[src/shared/scrs_pkg.sv]
/*
 Package for the sensor configuration register shadow: pointer values,
 field layout of the configuration byte and reset values.
 Assumes the serial front end decodes pointer and data bytes on clk.
*/
// Behaviour
// Configuration register is a 16-bit location, readable and writable by the master.
// Only the upper byte carries settings; the lower byte has no effect.
// After reset, load the register from the nonvolatile configuration upper byte.
// Writes change only live settings, never the nonvolatile copy.
// Copy command stores the live configuration into the nonvolatile upper byte.
// Copy command also stores both temperature limit registers into nonvolatile copies.
// Upper byte holds one-shot at bit 15 (default 0), resolution, queue, polarity, modes.
// Writing 1 to one-shot starts one measurement, only while in shutdown.
// If the loaded configuration selects shutdown, measure once right after reset.
// Reserved lower-byte bits read as zero; written values are discarded.
package scrs_pkg;

    localparam logic [7:0]  PTR_CONFIG     = 8'h01;
    localparam logic [7:0]  PTR_LIMIT_LOW  = 8'h02;
    localparam logic [7:0]  PTR_LIMIT_HIGH = 8'h03;

    localparam int          BIT_ONE_SHOT   = 7;
    localparam logic [7:0]  CFG_RESET      = 8'h00;
    localparam logic [15:0] LIMIT_RESET    = 16'h0000;
    localparam logic [7:0]  RESERVED_READ  = 8'h00;

    // Upper byte of the configuration register, bit 15 first
    typedef struct packed {
        logic       singleConversionRequest;
        logic [1:0] conversionResolutionField;
        logic [1:0] faultQueue;
        logic       alarmPolarity;
        logic       thermostatMode;
        logic       shutdownMode;
    } scrs_cfg_s;

    typedef struct packed {
        logic       wrEn;
        logic       rdEn;
        logic [7:0] ptr;
        logic [15:0] wrData;
    } scrs_req_s;

endpackage

[src/rtl/scrs_top.sv]
/*
 Volatile operating configuration register with its nonvolatile shadow,
 plus the two volatile limit registers that the copy command saves.
 Assumes a serial front end on clk presents decoded register accesses and
 the copy command, and that nonvolatile storage sits outside and takes a
 one-cycle write strobe with data.
*/
`timescale 1ns/1ps
`default_nettype none
module scrs_top (
    input  wire logic               clk,
    input  wire logic               rst_b,
    input  wire scrs_pkg::scrs_req_s req,
    input  wire logic               copyCmd,
    input  wire logic [7:0]         nvConfigByte,
    output logic [15:0]             rdData_q,
    output logic                    rdValid_q,
    output scrs_pkg::scrs_cfg_s     cfg_q,
    output logic                    measureStart_q,
    output logic                    nvWrEn_q,
    output logic [7:0]              nvCfgData_q,
    output logic [15:0]             nvLimitLow_q,
    output logic [15:0]             nvLimitHigh_q,
    output logic                    loadPending_q
);

    logic [15:0] limitLow_q;
    logic [15:0] limitHigh_q;
    logic        cfgWr;
    logic        shutdownLoad;

    assign cfgWr        = req.wrEn && (req.ptr == scrs_pkg::PTR_CONFIG) && !loadPending_q;
    assign shutdownLoad = nvConfigByte[0];

    ////////////////////////////////////////////////////////////////////////
    // Load from shadow after reset release, then live writes
    always_ff @(posedge clk or negedge rst_b) begin
        if (!rst_b) begin
            loadPending_q <= 1'b1;
        end else begin
            loadPending_q <= 1'b0;
        end
    end

    always_ff @(posedge clk or negedge rst_b) begin
        if (!rst_b) begin
            cfg_q <= scrs_pkg::CFG_RESET;
        end else if (loadPending_q) begin
            cfg_q <= nvConfigByte;
            cfg_q.singleConversionRequest <= 1'b0;
        end else if (cfgWr) begin
            cfg_q <= req.wrData[15:8];                               // see R1 see R2
            // One-shot is a request, not a stored setting
            cfg_q.singleConversionRequest <= 1'b0;
        end
    end

    always_ff @(posedge clk or negedge rst_b) begin
        if (!rst_b) begin
            limitLow_q  <= scrs_pkg::LIMIT_RESET;
            limitHigh_q <= scrs_pkg::LIMIT_RESET;
        end else if (req.wrEn && !loadPending_q) begin
            if (req.ptr == scrs_pkg::PTR_LIMIT_LOW) begin
                limitLow_q <= req.wrData;
            end
            if (req.ptr == scrs_pkg::PTR_LIMIT_HIGH) begin
                limitHigh_q <= req.wrData;
            end
        end
    end

    ////////////////////////////////////////////////////////////////////////
    // Measurement start requests
    always_ff @(posedge clk or negedge rst_b) begin
        if (!rst_b) begin
            measureStart_q <= 1'b0;
        end else if (loadPending_q) begin
            measureStart_q <= shutdownLoad;
        end else begin
            measureStart_q <= cfgWr && req.wrData[15] && cfg_q.shutdownMode;
        end
    end

    ////////////////////////////////////////////////////////////////////////
    // Copy volatile to nonvolatile
    always_ff @(posedge clk or negedge rst_b) begin
        if (!rst_b) begin
            nvWrEn_q      <= 1'b0;
            nvCfgData_q   <= scrs_pkg::CFG_RESET;
            nvLimitLow_q  <= scrs_pkg::LIMIT_RESET;
            nvLimitHigh_q <= scrs_pkg::LIMIT_RESET;
        end else begin
            nvWrEn_q <= copyCmd && !loadPending_q;
            if (copyCmd && !loadPending_q) begin
                nvCfgData_q   <= cfg_q;
                nvLimitLow_q  <= limitLow_q;
                nvLimitHigh_q <= limitHigh_q;
            end
        end
    end

    ////////////////////////////////////////////////////////////////////////
    // Read port
    always_ff @(posedge clk or negedge rst_b) begin
        if (!rst_b) begin
            rdData_q  <= 16'h0000;
            rdValid_q <= 1'b0;
        end else begin
            rdValid_q <= req.rdEn;
            if (req.rdEn) begin
                case (req.ptr)
                    scrs_pkg::PTR_CONFIG:     rdData_q <= {cfg_q, scrs_pkg::RESERVED_READ};
                    scrs_pkg::PTR_LIMIT_LOW:  rdData_q <= limitLow_q;
                    scrs_pkg::PTR_LIMIT_HIGH: rdData_q <= limitHigh_q;
                    default:                  rdData_q <= 16'h0000;
                endcase
            end
        end
    end

    ////////////////////////////////////////////////////////////////////////
    // Checks
    // Sampled rst_b skips the release edge, at which the flops still took reset
    property p_load;
        @(posedge clk) disable iff (!rst_b)
        (rst_b && loadPending_q) |=> (cfg_q == {1'b0, $past(nvConfigByte[6:0])}) && !loadPending_q;
    endproperty
    a_load: assert property (p_load) else $error("config not loaded from shadow");

    property p_boot_measure;
        @(posedge clk) disable iff (!rst_b)
        (rst_b && loadPending_q && shutdownLoad) |=> measureStart_q ##1 !measureStart_q;
    endproperty
    a_boot_measure: assert property (p_boot_measure) else $error("no boot measurement");

    property p_one_shot;
        @(posedge clk) disable iff (!rst_b)
        (cfgWr && req.wrData[15]) |=> (measureStart_q == $past(cfg_q.shutdownMode));
    endproperty
    a_one_shot: assert property (p_one_shot) else $error("one-shot start wrong");

    property p_write;
        @(posedge clk) disable iff (!rst_b)
        cfgWr |=> (cfg_q[6:0] == $past(req.wrData[14:8])) && !cfg_q.singleConversionRequest;
    endproperty
    a_write: assert property (p_write) else $error("config write lost");

    property p_no_nv_on_write;
        @(posedge clk) disable iff (!rst_b)
        (req.wrEn && !copyCmd) |=> !nvWrEn_q && $stable(nvCfgData_q);
    endproperty
    a_no_nv_on_write: assert property (p_no_nv_on_write) else $error("write touched shadow");

    property p_copy_cfg;
        @(posedge clk) disable iff (!rst_b)
        (copyCmd && !loadPending_q) |=> nvWrEn_q && (nvCfgData_q == $past(cfg_q));
    endproperty
    a_copy_cfg: assert property (p_copy_cfg) else $error("copy lost config");

    property p_copy_limits;
        @(posedge clk) disable iff (!rst_b)
        (copyCmd && !loadPending_q) |=>
            (nvLimitLow_q == $past(limitLow_q)) && (nvLimitHigh_q == $past(limitHigh_q));
    endproperty
    a_copy_limits: assert property (p_copy_limits) else $error("copy lost limits");

    property p_reserved_read;
        @(posedge clk) disable iff (!rst_b)
        (req.rdEn && req.ptr == scrs_pkg::PTR_CONFIG) |=>
            rdValid_q && (rdData_q[7:0] == 8'h00) && (rdData_q[15:8] == $past(cfg_q));
    endproperty
    a_reserved_read: assert property (p_reserved_read) else $error("config read wrong"); // see R10

    property p_one_shot_reads_zero;
        @(posedge clk) disable iff (!rst_b)
        rdValid_q |-> !($past(req.ptr) == scrs_pkg::PTR_CONFIG && rdData_q[15]);
    endproperty
    a_one_shot_reads_zero: assert property (p_one_shot_reads_zero) else $error("one-shot read as 1");

    property p_no_start_awake;
        @(posedge clk) disable iff (!rst_b)
        (rst_b && !loadPending_q && !cfg_q.shutdownMode) |=> !measureStart_q;
    endproperty
    a_no_start_awake: assert property (p_no_start_awake) else $error("start outside shutdown");

    property p_cfg_hold;
        @(posedge clk) disable iff (!rst_b)
        (rst_b && !loadPending_q && !cfgWr) |=> $stable(cfg_q);
    endproperty
    a_cfg_hold: assert property (p_cfg_hold) else $error("config changed without write");

    property p_read_valid;
        @(posedge clk) disable iff (!rst_b)
        rst_b |=> (rdValid_q == $past(req.rdEn));
    endproperty
    a_read_valid: assert property (p_read_valid) else $error("read valid wrong");

    property p_limit_refused;
        @(posedge clk) disable iff (!rst_b)
        (rst_b && loadPending_q) |=> $stable(limitLow_q) && $stable(limitHigh_q);
    endproperty
    a_limit_refused: assert property (p_limit_refused) else $error("limit written during load");

    property p_limit_write;
        @(posedge clk) disable iff (!rst_b)
        (req.wrEn && !loadPending_q && req.ptr == scrs_pkg::PTR_LIMIT_LOW) |=> (limitLow_q == $past(req.wrData));
    endproperty
    a_limit_write: assert property (p_limit_write) else $error("low limit write lost");

    property p_limit_read;
        @(posedge clk) disable iff (!rst_b)
        (rst_b && req.rdEn && req.ptr == scrs_pkg::PTR_LIMIT_HIGH) |=> (rdData_q == $past(limitHigh_q));
    endproperty
    a_limit_read: assert property (p_limit_read) else $error("high limit read wrong");

    property p_copy_only_on_cmd;
        @(posedge clk) disable iff (!rst_b)
        !(copyCmd && !loadPending_q) |=> !nvWrEn_q && $stable(nvLimitLow_q) && $stable(nvLimitHigh_q);
    endproperty
    a_copy_only_on_cmd: assert property (p_copy_only_on_cmd) else $error("shadow written without copy");

    property p_unmapped_read;
        @(posedge clk) disable iff (!rst_b)
        (rst_b && req.rdEn && req.ptr > scrs_pkg::PTR_LIMIT_HIGH) |=> (rdData_q == 16'h0000);
    endproperty
    a_unmapped_read: assert property (p_unmapped_read) else $error("unmapped read not zero");

endmodule
`default_nettype wire

[config.mk]
export PLATFORM = sky130hd
export DESIGN_NAME = scrs_top
export DESIGN_NICKNAME = d
export VERILOG_FILES = /design/src/shared/scrs_pkg.sv /design/src/rtl/scrs_top.sv
export SDC_FILE = /design/constraint.sdc
export NUM_CORES = 1
export LEC_CHECK = 0
export BUFFER_PORTS_ARGS = -buffer_cell sky130_fd_sc_hd__clkbuf_2
export CAP_MARGIN = 20
export CORE_MARGIN = 8
export CORE_UTILIZATION = 56
export CTS_CLUSTER_DIAMETER = 50
export DETAILED_ROUTE_END_ITERATION = 6
export GPL_ROUTABILITY_DRIVEN = 0
export GPL_TIMING_DRIVEN = 0
export PLACE_DENSITY_LB_ADDON = 0.25
export SLEW_MARGIN = 0
export SYNTH_ARGS = -nofsm -noshare
export SYNTH_HDL_FRONTEND = slang
export SYNTH_SLANG_ARGS = --single-unit
export TNS_END_PERCENT = 100
[constraint.sdc]
create_clock -name clk -period 2.9 [get_ports clk]
set_input_delay 0.58 -clock clk [delete_from_list [all_inputs] [get_ports clk]]
set_output_delay 0.58 -clock clk [all_outputs]
set_load 0.005 [all_outputs]
# ---- Yosys cells after proc, flatten, opt, wreduce, memory -nomap -nowiden
# Index checks and enable logic that the tools add are counted.
dict set report totals {
  reg_bits 100
  output_inout_bits 68
}
dict set report op_classes {
  eq_ne 3
  mux 4
  reduce_logical 10
}
# op n
set op_table {}
lappend op_table {{$pmux 16 s3} 1}
lappend op_table {{$eq 8x2->1 const B} 2}
lappend op_table {{$mux 8} 2}
lappend op_table {{$eq 8x1->1 const B} 1}
lappend op_table {{$logic_and 1x1->1} 6}
lappend op_table {{$reduce_and 2->1} 2}
lappend op_table {{$reduce_bool 2->1} 1}
lappend op_table {{$logic_not 1->1} 1}
lappend op_table {{$mux 1} 1}

# ---- Logic depth before layout (Yosys ltp)
# Gate-level depths: netlist (run 1).
dict set report depth {
  ltp_word 6
  depth_mapped 6
  ltp_nobuf 3
}

# ---- Least setup slack after synthesis (run 1)
# Ideal clock, no wire load.
dict set report synth_timing {
  path_kind {input to register}
  startpoint {in req[21] in the netlist's numbering}
  endpoint {reg limitHigh_q[10]}
  setup_ns 0.127
  t_arrival_ns 1.789
  required_ns 2.773
  slack_ns 0.984
  stages 5
  n_path_buf 2
  cell_sequence {nor4_4 and4_1 buf_4 buf_6 mux2_1}
}
dict set report synth_via {
  elab_chain_len 2
}
# element line
set synth_rtl {}
lappend synth_rtl {{start, declared} scrs_top.sv:13} ;# input wire scrs_pkg::scrs_req_s req,
lappend synth_rtl {{$eq 8x2->1} scrs_top.sv:66} ;# if (req.ptr == scrs_pkg::PTR_LIMIT_HIGH) begin
lappend synth_rtl {{$reduce_and 2->1 (no source line)} -}
lappend synth_rtl {{end signal, assigned} scrs_top.sv:61} ;# limitHigh_q <= scrs_pkg::LIMIT_RESET;
lappend synth_rtl {{end signal, assigned} scrs_top.sv:67} ;# limitHigh_q <= req.wrData;
lappend synth_rtl {{end, declared} scrs_top.sv:28} ;# logic [15:0] limitHigh_q;
# No other way between the ends.
# A chain may end at the register's enable or synchronous reset.

# ---- Worst setup path in the final report (run 1)
dict set report layout_timing {
  startpoint {reg loadPending_q}
  endpoint {reg nvLimitLow_q[4]}
}
dict set report layout_via {
  elab_chain_len 2
}
# element line
set layout_rtl {}
lappend layout_rtl {{start, declared} scrs_top.sv:24} ;# output logic loadPending_q
lappend layout_rtl {{start signal, assigned} scrs_top.sv:39} ;# loadPending_q <= 1'b1;
lappend layout_rtl {{start signal, assigned} scrs_top.sv:41} ;# loadPending_q <= 1'b0;
lappend layout_rtl {{$logic_not 1->1} scrs_top.sv:94} ;# if (copyCmd && !loadPending_q) begin
lappend layout_rtl {{$logic_and 1x1->1} scrs_top.sv:94}
lappend layout_rtl {{end signal, assigned} scrs_top.sv:90} ;# nvLimitLow_q <= scrs_pkg::LIMIT_RESET;
lappend layout_rtl {{end signal, assigned} scrs_top.sv:96} ;# nvLimitLow_q <= limitLow_q;
lappend layout_rtl {{end, declared} scrs_top.sv:22} ;# output logic [15:0] nvLimitLow_q,
# No other way between the ends.

==> results of run 1 <==
## path summary, 6_finish.rpt
check	to	slack [ps]
worst min-delay path	nvLimitHigh_q[14]	210
worst max register to register	nvLimitLow_q[4]	930
worst min register to register	nvCfgData_q[6]	490
max in group asynchronous	nvLimitHigh_q[8]	2010
worst max-delay path	nvLimitLow_q[4]	930
min in group clk	rdValid_q	340
## placed cells by master (no fill, tap or decap), types with 2 or more instances in the layout
| cell type | count |
|---|---|
| clkbuf_2 | 100 |
| dfrtp_1 | 97 |
| mux2_2 | 61 |
| inv_1 | 23 |
| o22ai_1 | 16 |
| mux2_1 | 15 |
| mux2i_1 | 9 |
| clkbuf_8 | 9 |
| buf_2 | 7 |
| a22oi_1 | 7 |
| and2_1 | 5 |
| a221o_1 | 5 |
| buf_4 | 5 |
| clkbuf_1 | 3 |
| conb_1 | 3 |
| clkinvlp_4 | 3 |
| nor2b_1 | 2 |
| and4_1 | 2 |
| buf_6 | 2 |
| nand2_1 | 2 |
| o21ai_0 | 2 |
| a222oi_1 | 2 |
| inv_8 | 2 |
## logic make-up (layout without fill, tap and decap cells)
logic type,after synthesis,after routing,share of synthesized area
DFF,98,98,0.613
AOI/OAI and AO/OA,35,35,0.0648
and+or+nand+nor,18,18,0.0353
buffers and inverters,41,159,0.0491
muxes,85,85,0.236
other,1,3,0.000937
## Yosys cell counts
library cell and count:
dfrtp_1 97, mux2_2 61, inv_1 23, o22ai_1 16, mux2_1 15, mux2i_1 9, a22oi_1 7, buf_2 7
a221o_1 5, and2_1 5, buf_4 5, clkbuf_1 3, a222oi_1 2, and4_1 2, buf_6 2, nand2_1 2
nor2b_1 2, o21ai_0 2, a31o_2 1, a41oi_1 1, and2_0 1, and2b_1 1, buf_1 1, conb_1 1
dfstp_2 1, nand2b_1 1, nand4_1 1, nand4_4 1, nor2_1 1, nor4_4 1, o2111ai_1 1
## stage by stage
step,worst slack (ps),cells,hold slack [ps]
after floorplan,984,280,284
after global placement,40.6,480,462
after detailed placement,646,481,471
after CTS,920,497,214
after global routing,801,497,241
final,928,497,208
## where the power goes
part / switching [uW] / internal (uW) / total [uW]
clock: 494 / 328 / 822
combinational: 124 / 118 / 242
sequential: 35.1 / 1420 / 1460
## state kept, by name, indices dropped and copies added (netlist names)
name and count:
rdValid_q 1, nvLimitHigh_q 16, nvLimitLow_q 16, limitHigh_q 16, nvWrEn_q 1, cfg_q 7, measureStart_q 1, nvCfgData_q 7
loadPending_q 1, limitLow_q 16, rdData_q 16
## metal layers
metal,vias up,share of wire
met5,-,0
met4,0,0.019
met3,15,0.058
met2,80,0.49
met1,1279,0.44
li1,1221,-
## area by class of cell
type	count	area (um2)
fill	539	2240
inverter	23	86.3
tap	99	124
clock buffer	9	124
multi-input combinational	141	1360
timing repair buffer	102	536
clock inverter	7	62.6
sequential	98	2450
buffer	18	110
## critical path, cell delays in order, from the launching register on
cell and delay [ps]:
dfstp_2 540, buf_2 230, nand2b_1 130, clkbuf_1 230, buf_2 340, mux2_2 380
==> impl_metrics.json, run 1 <==
{
  "max_cap_viol_count": 0,
  "path_class": "reg2reg",
  "worstSetupStartpoint": "loadPending_q",
  "synth_top_cell_by_area": "dfrtp_1",
  "tritoncts": "yes",
  "finalHoldViolations": 0,
  "crit_required_ps": 3140,
  "grt.met3_usage": 0.0435,
  "period_share": 0.680,
  "ys_seq_area_frac": 0.613,
  "viasPerCell": 5.22,
  "power.total_uw": 2520,
  "rows": 31,
  "dieHeight_um": 101,
  "grt_most_used_layer": "met2",
  "dp_hpwl_um": 6550,
  "post-route-min-period_ps": 1970,
  "drt-initial-drc-count": 87,
  "ys_top_cells_by_area": "dfrtp_1, mux2_2, mux2_1",
  "finalSetupTns_ps": 0,
  "yosys.cell_types.count": 31,
  "clkSinkCount": 98,
  "dieArea_um2": 10100,
  "numCtsBuffers": 9,
  "die_w_um": 101,
  "core_um2": 7100,
  "io_buffers": 101,
  "avgSynthCellArea_um2": 14.4,
  "worst_pin_slew_ps": 980,
  "start_util": 0.564,
  "r2r_cells": 5,
  "fin_skew_ps": 12.1,
  "ctsHtreeMaxLevel": 3,
  "vias": 2595,
  "grt_usage": 0.190,
  "drt_pre_antenna_iters": 4,
  "power.leakage_uw": 0.00258,
  "slew_headroom": 0.338,
  "pwr_density_cell_nw_per_um2": 519,
  "syn_area_um2": 4000,
  "timing.fmax_mhz": 507,
  "maxSlewViolCount": 0,
  "cts_hold_buf": 0,
  "drive_gt1_frac": 0.495,
  "grt_pass1_vias": 2781,
  "root_buffer": "clkbuf_8",
  "post_dp_cell_area_um2": 4670,
  "antenna_cells": 0,
  "ant_nets": 0,
  "grt_max_degree": 63,
  "clockBufferDepth": 2,
  "setup_viol": 0,
  "io_pins": 105,
  "final_core_util": 0.684,
  "syn_inst": 278,
  "syn_to_final_growth_pct": 21.3,
  "antenna_found_initial": 0,
  "vdd_drop_max_mv": 0.323,
  "outcome": "completed",
  "grt.overflow.total": 0,
  "cp.arrival_ps": 2220,
  "rsz0062_at_grt": "no",
  "use_met1": 0.240,
  "cts_resized": 0,
  "synth_top_area_share": 0.607,
  "clk_pin_slew_ps": 110,
  "grt_use_met2": 0.306,
  "min_path_type": "in2async",
  "fin_nets": 430,
  "reg2reg_from": "loadPending_q",
  "design_area_um2": 4850,
  "ys_ff_latch": 98,
  "drc": 0,
  "crit_fanout": 10,
  "routed_wl_um": 9080,
  "clock_latency_ps": 360,
  "crit_path_start_kind": "flop",
  "grt_pass1_wl_um": 14600,
  "wl_per_cell_um": 18.3,
  "ys.warnings.count": 0,
  "cts_setup_buffers": 0,
  "endpoint_kind": "flop"
}
Note: power is estimated with default switching activity, not from simulation.
==> run 2: changes to the inputs <==
- ABC_AREA: unset -> 1
- CORE_UTILIZATION: 56 -> 54
- clock period: 2.9 -> 2.06 ns (I/O delays scaled with it)
==> impl_metrics.json, run 2 <==
{
  "antenna_found_initial": 0,
  "clk_pin_slew_ps": 90,
  "worst_pin_slew_ps": 735,
  "dp_hpwl_um": 8560,
  "viasPerCell": 5.09,
  "place_ws_ps": 582,
  "die_w_um": 107,
  "endpoint_kind": "output port",
  "syn_inst": 481,
  "synth_top_cell_by_area": "dfrtp_1",
  "numCtsBuffers": 9,
  "drive_gt1_frac": 0.364,
  "dieHeight_um": 107,
  "rows": 33,
  "ys.flop_type": "dfrtp_1",
  "timing.rr.end": "nvCfgData_q[0]",
  "worstPathBufferInverterCount": 1,
  "crit_required_ps": 1650,
  "antenna_cells": 0,
  "whs_ps": 134,
  "cts_resized": 0,
  "finalSetupTns_ps": 0,
  "cp_top_family": "flip-flops",
  "setup_viol": 0,
  "start_util": 0.551,
  "power.leakage_uw": 0.00294,
  "grt_pass1_vias": 3730,
  "crit_chain": "clkbuf_2",
  "syn_to_final_growth_pct": 19.4,
  "routed_wl_um": 11000,
  "ctsHtreeMaxLevel": 3,
  "slowest_stage": "dfstp_2",
  "wl_per_cell_um": 15.7,
  "ys_seq_area_frac": 0.550,
  "rsz0062_at_grt": "no",
  "yosysMostFrequentCell": "nand2_1",
  "cts_setup_buffers": 0,
  "design_area_um2": 5330,
  "slew_headroom": 0.510,
  "finalHoldViolations": 0,
  "max_cap_viol_count": 0,
  "synth_edf_count": 0,
  "crit_fanout": 8,
  "ys.warnings.count": 0,
  "layout_common_cells": "nand2_1, clkbuf_2, dfrtp_1, inv_1, o21ai_2",
  "max_stage_delay_ps": 630,
  "post-route-min-period_ps": 1540,
  "maxSlewViolCount": 0,
  "io_buffers": 101,
  "crit_path_start_kind": "flop",
  "grt.overflow.total": 0,
  "final_core_util": 0.658,
  "reg2reg_from": "loadPending_q",
  "clkSinkCount": 98,
  "timing.fmax_mhz": 649,
  "post_dp_cell_area_um2": 5130,
  "grt_max_degree": 54,
  "period_share": 0.748,
  "cts_hold_buf": 0,
  "drt-initial-drc-count": 166,
  "ant_nets": 0,
  "cp.arrival_ps": 1130,
  "avgSynthCellArea_um2": 9.27,
  "core_um2": 8090,
  "grt_pass1_wl_um": 18400,
  "io_pins": 105,
  "worstSetupStartpoint": "loadPending_q",
  "min_path_type": "in2async",
  "outcome": "completed",
  "drt_pre_antenna_iters": 4,
  "final_common_cell": "nand2_1",
  "fin_skew_ps": 7.91,
  "root_buffer": "clkbuf_8",
  "fin_nets": 633,
  "setup_ws_ps": 519,
  "vias": 3580,
  "yosys.cell_types.count": 24,
  "path_class": "reg2out",
  "pwr_density_cell_nw_per_um2": 692,
  "synth_top_area_share": 0.544,
  "dieArea_um2": 11400,
  "r2r_cells": 6,
  "drc": 0,
  "tritoncts": "yes",
  "synth_commonest_cells": "nand2_1, dfrtp_1, inv_1",
  "ys_top_cells_by_area": "dfrtp_1, nand2_1, o21ai_2",
  "async_flop_share": 1.00,
  "r2r_slack_ps": 600,
  "clock_latency_ps": 370,
  "grt_usage": 0.204,
  "syn_area_um2": 4460,
  "clockBufferDepth": 2,
  "ys_ff_latch": 98,
  "vdd_drop_max_mv": 0.309
}
-- run 2: cell types whose count changed in the layout (fill, tap and decap cells not counted), sizes merged, moves of 9 or more --
cell   before  now
inv        26   41
mux2       76    0
mux2i       9    0
nand2       2  207
nand3       0   40
o21ai       2   64
o22ai      16    0
-- run 2: through the flow --
stage	std cells	power, uW
floorplan	483	2270
global placement	689	2460
detailed placement	690	2480
CTS	704	3710
global route	704	3810
finish	704	3690
-- run 2: how the worst max path moves through the flow --
| stage | endpoint | slack [ps] | cells after the start |
|---|---|---|---|
| floorplan | limitHigh_q[14] | 800 | 7 |
| global placement | nvLimitLow_q[8] | -580 | 1 |
| detailed placement | limitHigh_q[5] | 580 | 8 |
| CTS | loadPending_q | 510 | 1 |
| global route | loadPending_q | 490 | 1 |
| finish | loadPending_q | 520 | 1 |
-- run 2: power by group --
group | total [uW] | switching, uW | internal, uW
Clock | 1250 | 634 | 616
Combinational | 371 | 231 | 141
Sequential | 2060 | 64.6 | 2000
Total | 3690 | 930 | 2760
-- run 2: routing by layer --
metal	part of all wire	GRT usage	vias to the layer above	wire length, um
met5	0	0	-	0
met4	0.014	0.0714	0	151
met3	0.058	0.0456	13	643
met2	0.51	0.351	102	5640
met1	0.42	0.245	1737	4590
li1	-	-	1728	-
-- run 2: cells by family after synthesis --
logic type | share of synthesized area
AO/OA/AOI/OAI | 0.101
buffers and inverters | 0.0794
flip-flops | 0.550
other | 0.000841
AND/OR/NAND/NOR | 0.268
-- run 2: area by class of cell --
class,count,area (um2)
clock buffer,12,155
multi-input combinational,320,1660
fill,707,2770
buffer,24,200
sequential,98,2450
tap,105,131
clock inverter,2,37.5
timing repair buffer,102,536
inverter,41,154
==> run 3: changes to the inputs <==
- ABC_AREA: 1 -> 0
- CORE_UTILIZATION: 54 -> 52
- clock period: 2.06 -> 1.6 ns (I/O delays scaled with it)
==> impl_metrics.json, run 3 (synthesis results as in run 1) <==
{
  "outcome": "completed",
  "fin_nets": 429,
  "clkPwrFrac": 0.328,
  "post_dp_cell_area_um2": 4690,
  "final_common_cell": "clkbuf_2",
  "io_pins": 105,
  "drt_pre_antenna_iters": 4,
  "grt_pass1_vias": 2901,
  "design_area_um2": 4890,
  "crit_fanout": 16,
  "r2r_slack_ps": 70,
  "period_share": 0.968,
  "rows": 32,
  "ant_nets": 0,
  "switching_share": 0.236,
  "slew_headroom": 0.511,
  "io_buffers": 101,
  "p_sw_uw": 1090,
  "comb_power_share": 0.098,
  "maxSlewViolCount": 0,
  "timing.fmax_mhz": 646,
  "drt-initial-drc-count": 100,
  "numCtsBuffers": 9,
  "antenna_cells": 0,
  "clockBufferDepth": 2,
  "min_path_type": "in2reg",
  "rsz0062_at_grt": "no",
  "setup_viol": 0,
  "layout_common_cells": "clkbuf_2, dfrtp_1, mux2_2, inv_1, o22ai_1",
  "layoutNonFillerInstCount": 498,
  "grt.overflow.total": 0,
  "tritoncts": "yes",
  "vias": 2619,
  "power.leakage_uw": 0.00260,
  "dp_hpwl_um": 6640,
  "die_w_um": 104,
  "fin_skew_ps": 10.9,
  "syn_to_final_growth_pct": 22.4,
  "clkSinkCount": 98,
  "post-route-min-period_ps": 1550,
  "finalHoldViolations": 0,
  "vdd_drop_max_mv": 0.887,
  "routed_wl_um": 9210,
  "crit_required_ps": 1830,
  "grt_usage": 0.177,
  "max_cap_viol_count": 0,
  "p_int_uw": 3510,
  "path_class": "in2reg",
  "start_util": 0.526,
  "grt_max_degree": 69,
  "drive_gt1_frac": 0.503,
  "endpoint_kind": "flop",
  "place_inst": 484,
  "crit_path_start_kind": "input port",
  "clock_latency_ps": 350,
  "seq_power_share": 0.574,
  "grt_pass1_wl_um": 15300,
  "wl_per_cell_um": 18.5,
  "clk_pin_slew_ps": 90,
  "whs_ps": 115,
  "dieArea_um2": 10800,
  "drc": 0,
  "antenna_found_initial": 0,
  "cp.arrival_ps": 1780,
  "viasPerCell": 5.26,
  "dieHeight_um": 104,
  "pwr_density_cell_nw_per_um2": 940,
  "finalSetupTns_ps": 0,
  "core_um2": 7610,
  "root_buffer": "clkbuf_8",
  "ctsHtreeMaxLevel": 3,
  "worst_pin_slew_ps": 733
}
-- run 3: cell count changes in the layout (fill, tap and decap cells not counted), moves of 9 or more --
| cell | previous run | this run |
|---|---|---|
| nand2_1 | 182 | 2 |
| o22ai_1 | 0 | 16 |
| nand2_2 | 24 | 0 |
| mux2_2 | 0 | 61 |
| mux2_1 | 0 | 13 |
| mux2i_1 | 0 | 9 |
| inv_1 | 37 | 23 |
| o21ai_0 | 20 | 2 |
| o21ai_1 | 9 | 0 |
| o21ai_2 | 35 | 0 |
| nand3_2 | 9 | 0 |
| nand3_1 | 29 | 0 |
-- run 3: layer usage --
layer  vias to the layer above  track usage  wire [um]
met5                         -            0          0
met4                         0       0.0548         87
met3                         7       0.0520        668
met2                        80        0.282       4410
met1                      1318        0.227       4050
li1                       1214            -          -
-- run 3: metrics by stage --
stage / util / power [uW] / setup WS, ps
after global placement: 0.612 / 3120 / -981
after global routing: 0.643 / 4800 / 8.34
after floorplan: - / 2880 / -47.2
final: 0.643 / 4600 / 51.1
after CTS: 0.643 / 4650 / 53.2
after detailed placement: 0.616 / 3140 / -372
-- run 3: final timing paths --
check / end / cells after the start / startpoint
worst min register to register: nvCfgData_q[1] / 2 / nvCfgData_q[1]
worst max-delay path: limitHigh_q[0] / 5 / req[22]
worst max register to register: nvLimitHigh_q[8] / 3 / loadPending_q
max in group asynchronous: loadPending_q / 3 / rst_b
worst min-delay path: rdValid_q / 1 / req[24]
min in group asynchronous: nvWrEn_q / 2 / rst_b
-- run 3: critical path, cell delays in order --
cell,delay (ps)
clkbuf_2,110
nor4_4,470
and4_1,270
buf_6,230
mux2_2,370
-- run 3: cell type report --
cell class / count / area [um2]
fill: 638 / 2710
sequential: 98 / 2450
multi-input combinational: 141 / 1380
clock buffer: 10 / 128
buffer: 15 / 108
timing repair buffer: 104 / 553
clock inverter: 5 / 56.3
inverter: 23 / 86.3
tap: 102 / 128
-- run 3: timing repair --
action,4_1_cts,5_1_grt
hold buffers,1,0
endpoints found under the hold margin,30,0
setup buffers,1,0
endpoints found under the setup margin,73,0
gates resized for setup,8,0
-- run 3: power groups by stage --
stage          logic (uW)  clock network, uW  registers [uW]
6_report              448               1510            2640
5_1_grt               498               1650            2660
4_1_cts               460               1550            2640
3_5_place_dp          451                  0            2690
3_3_place_gp          432                  0            2680
2_1_floorplan         198                  0            2680
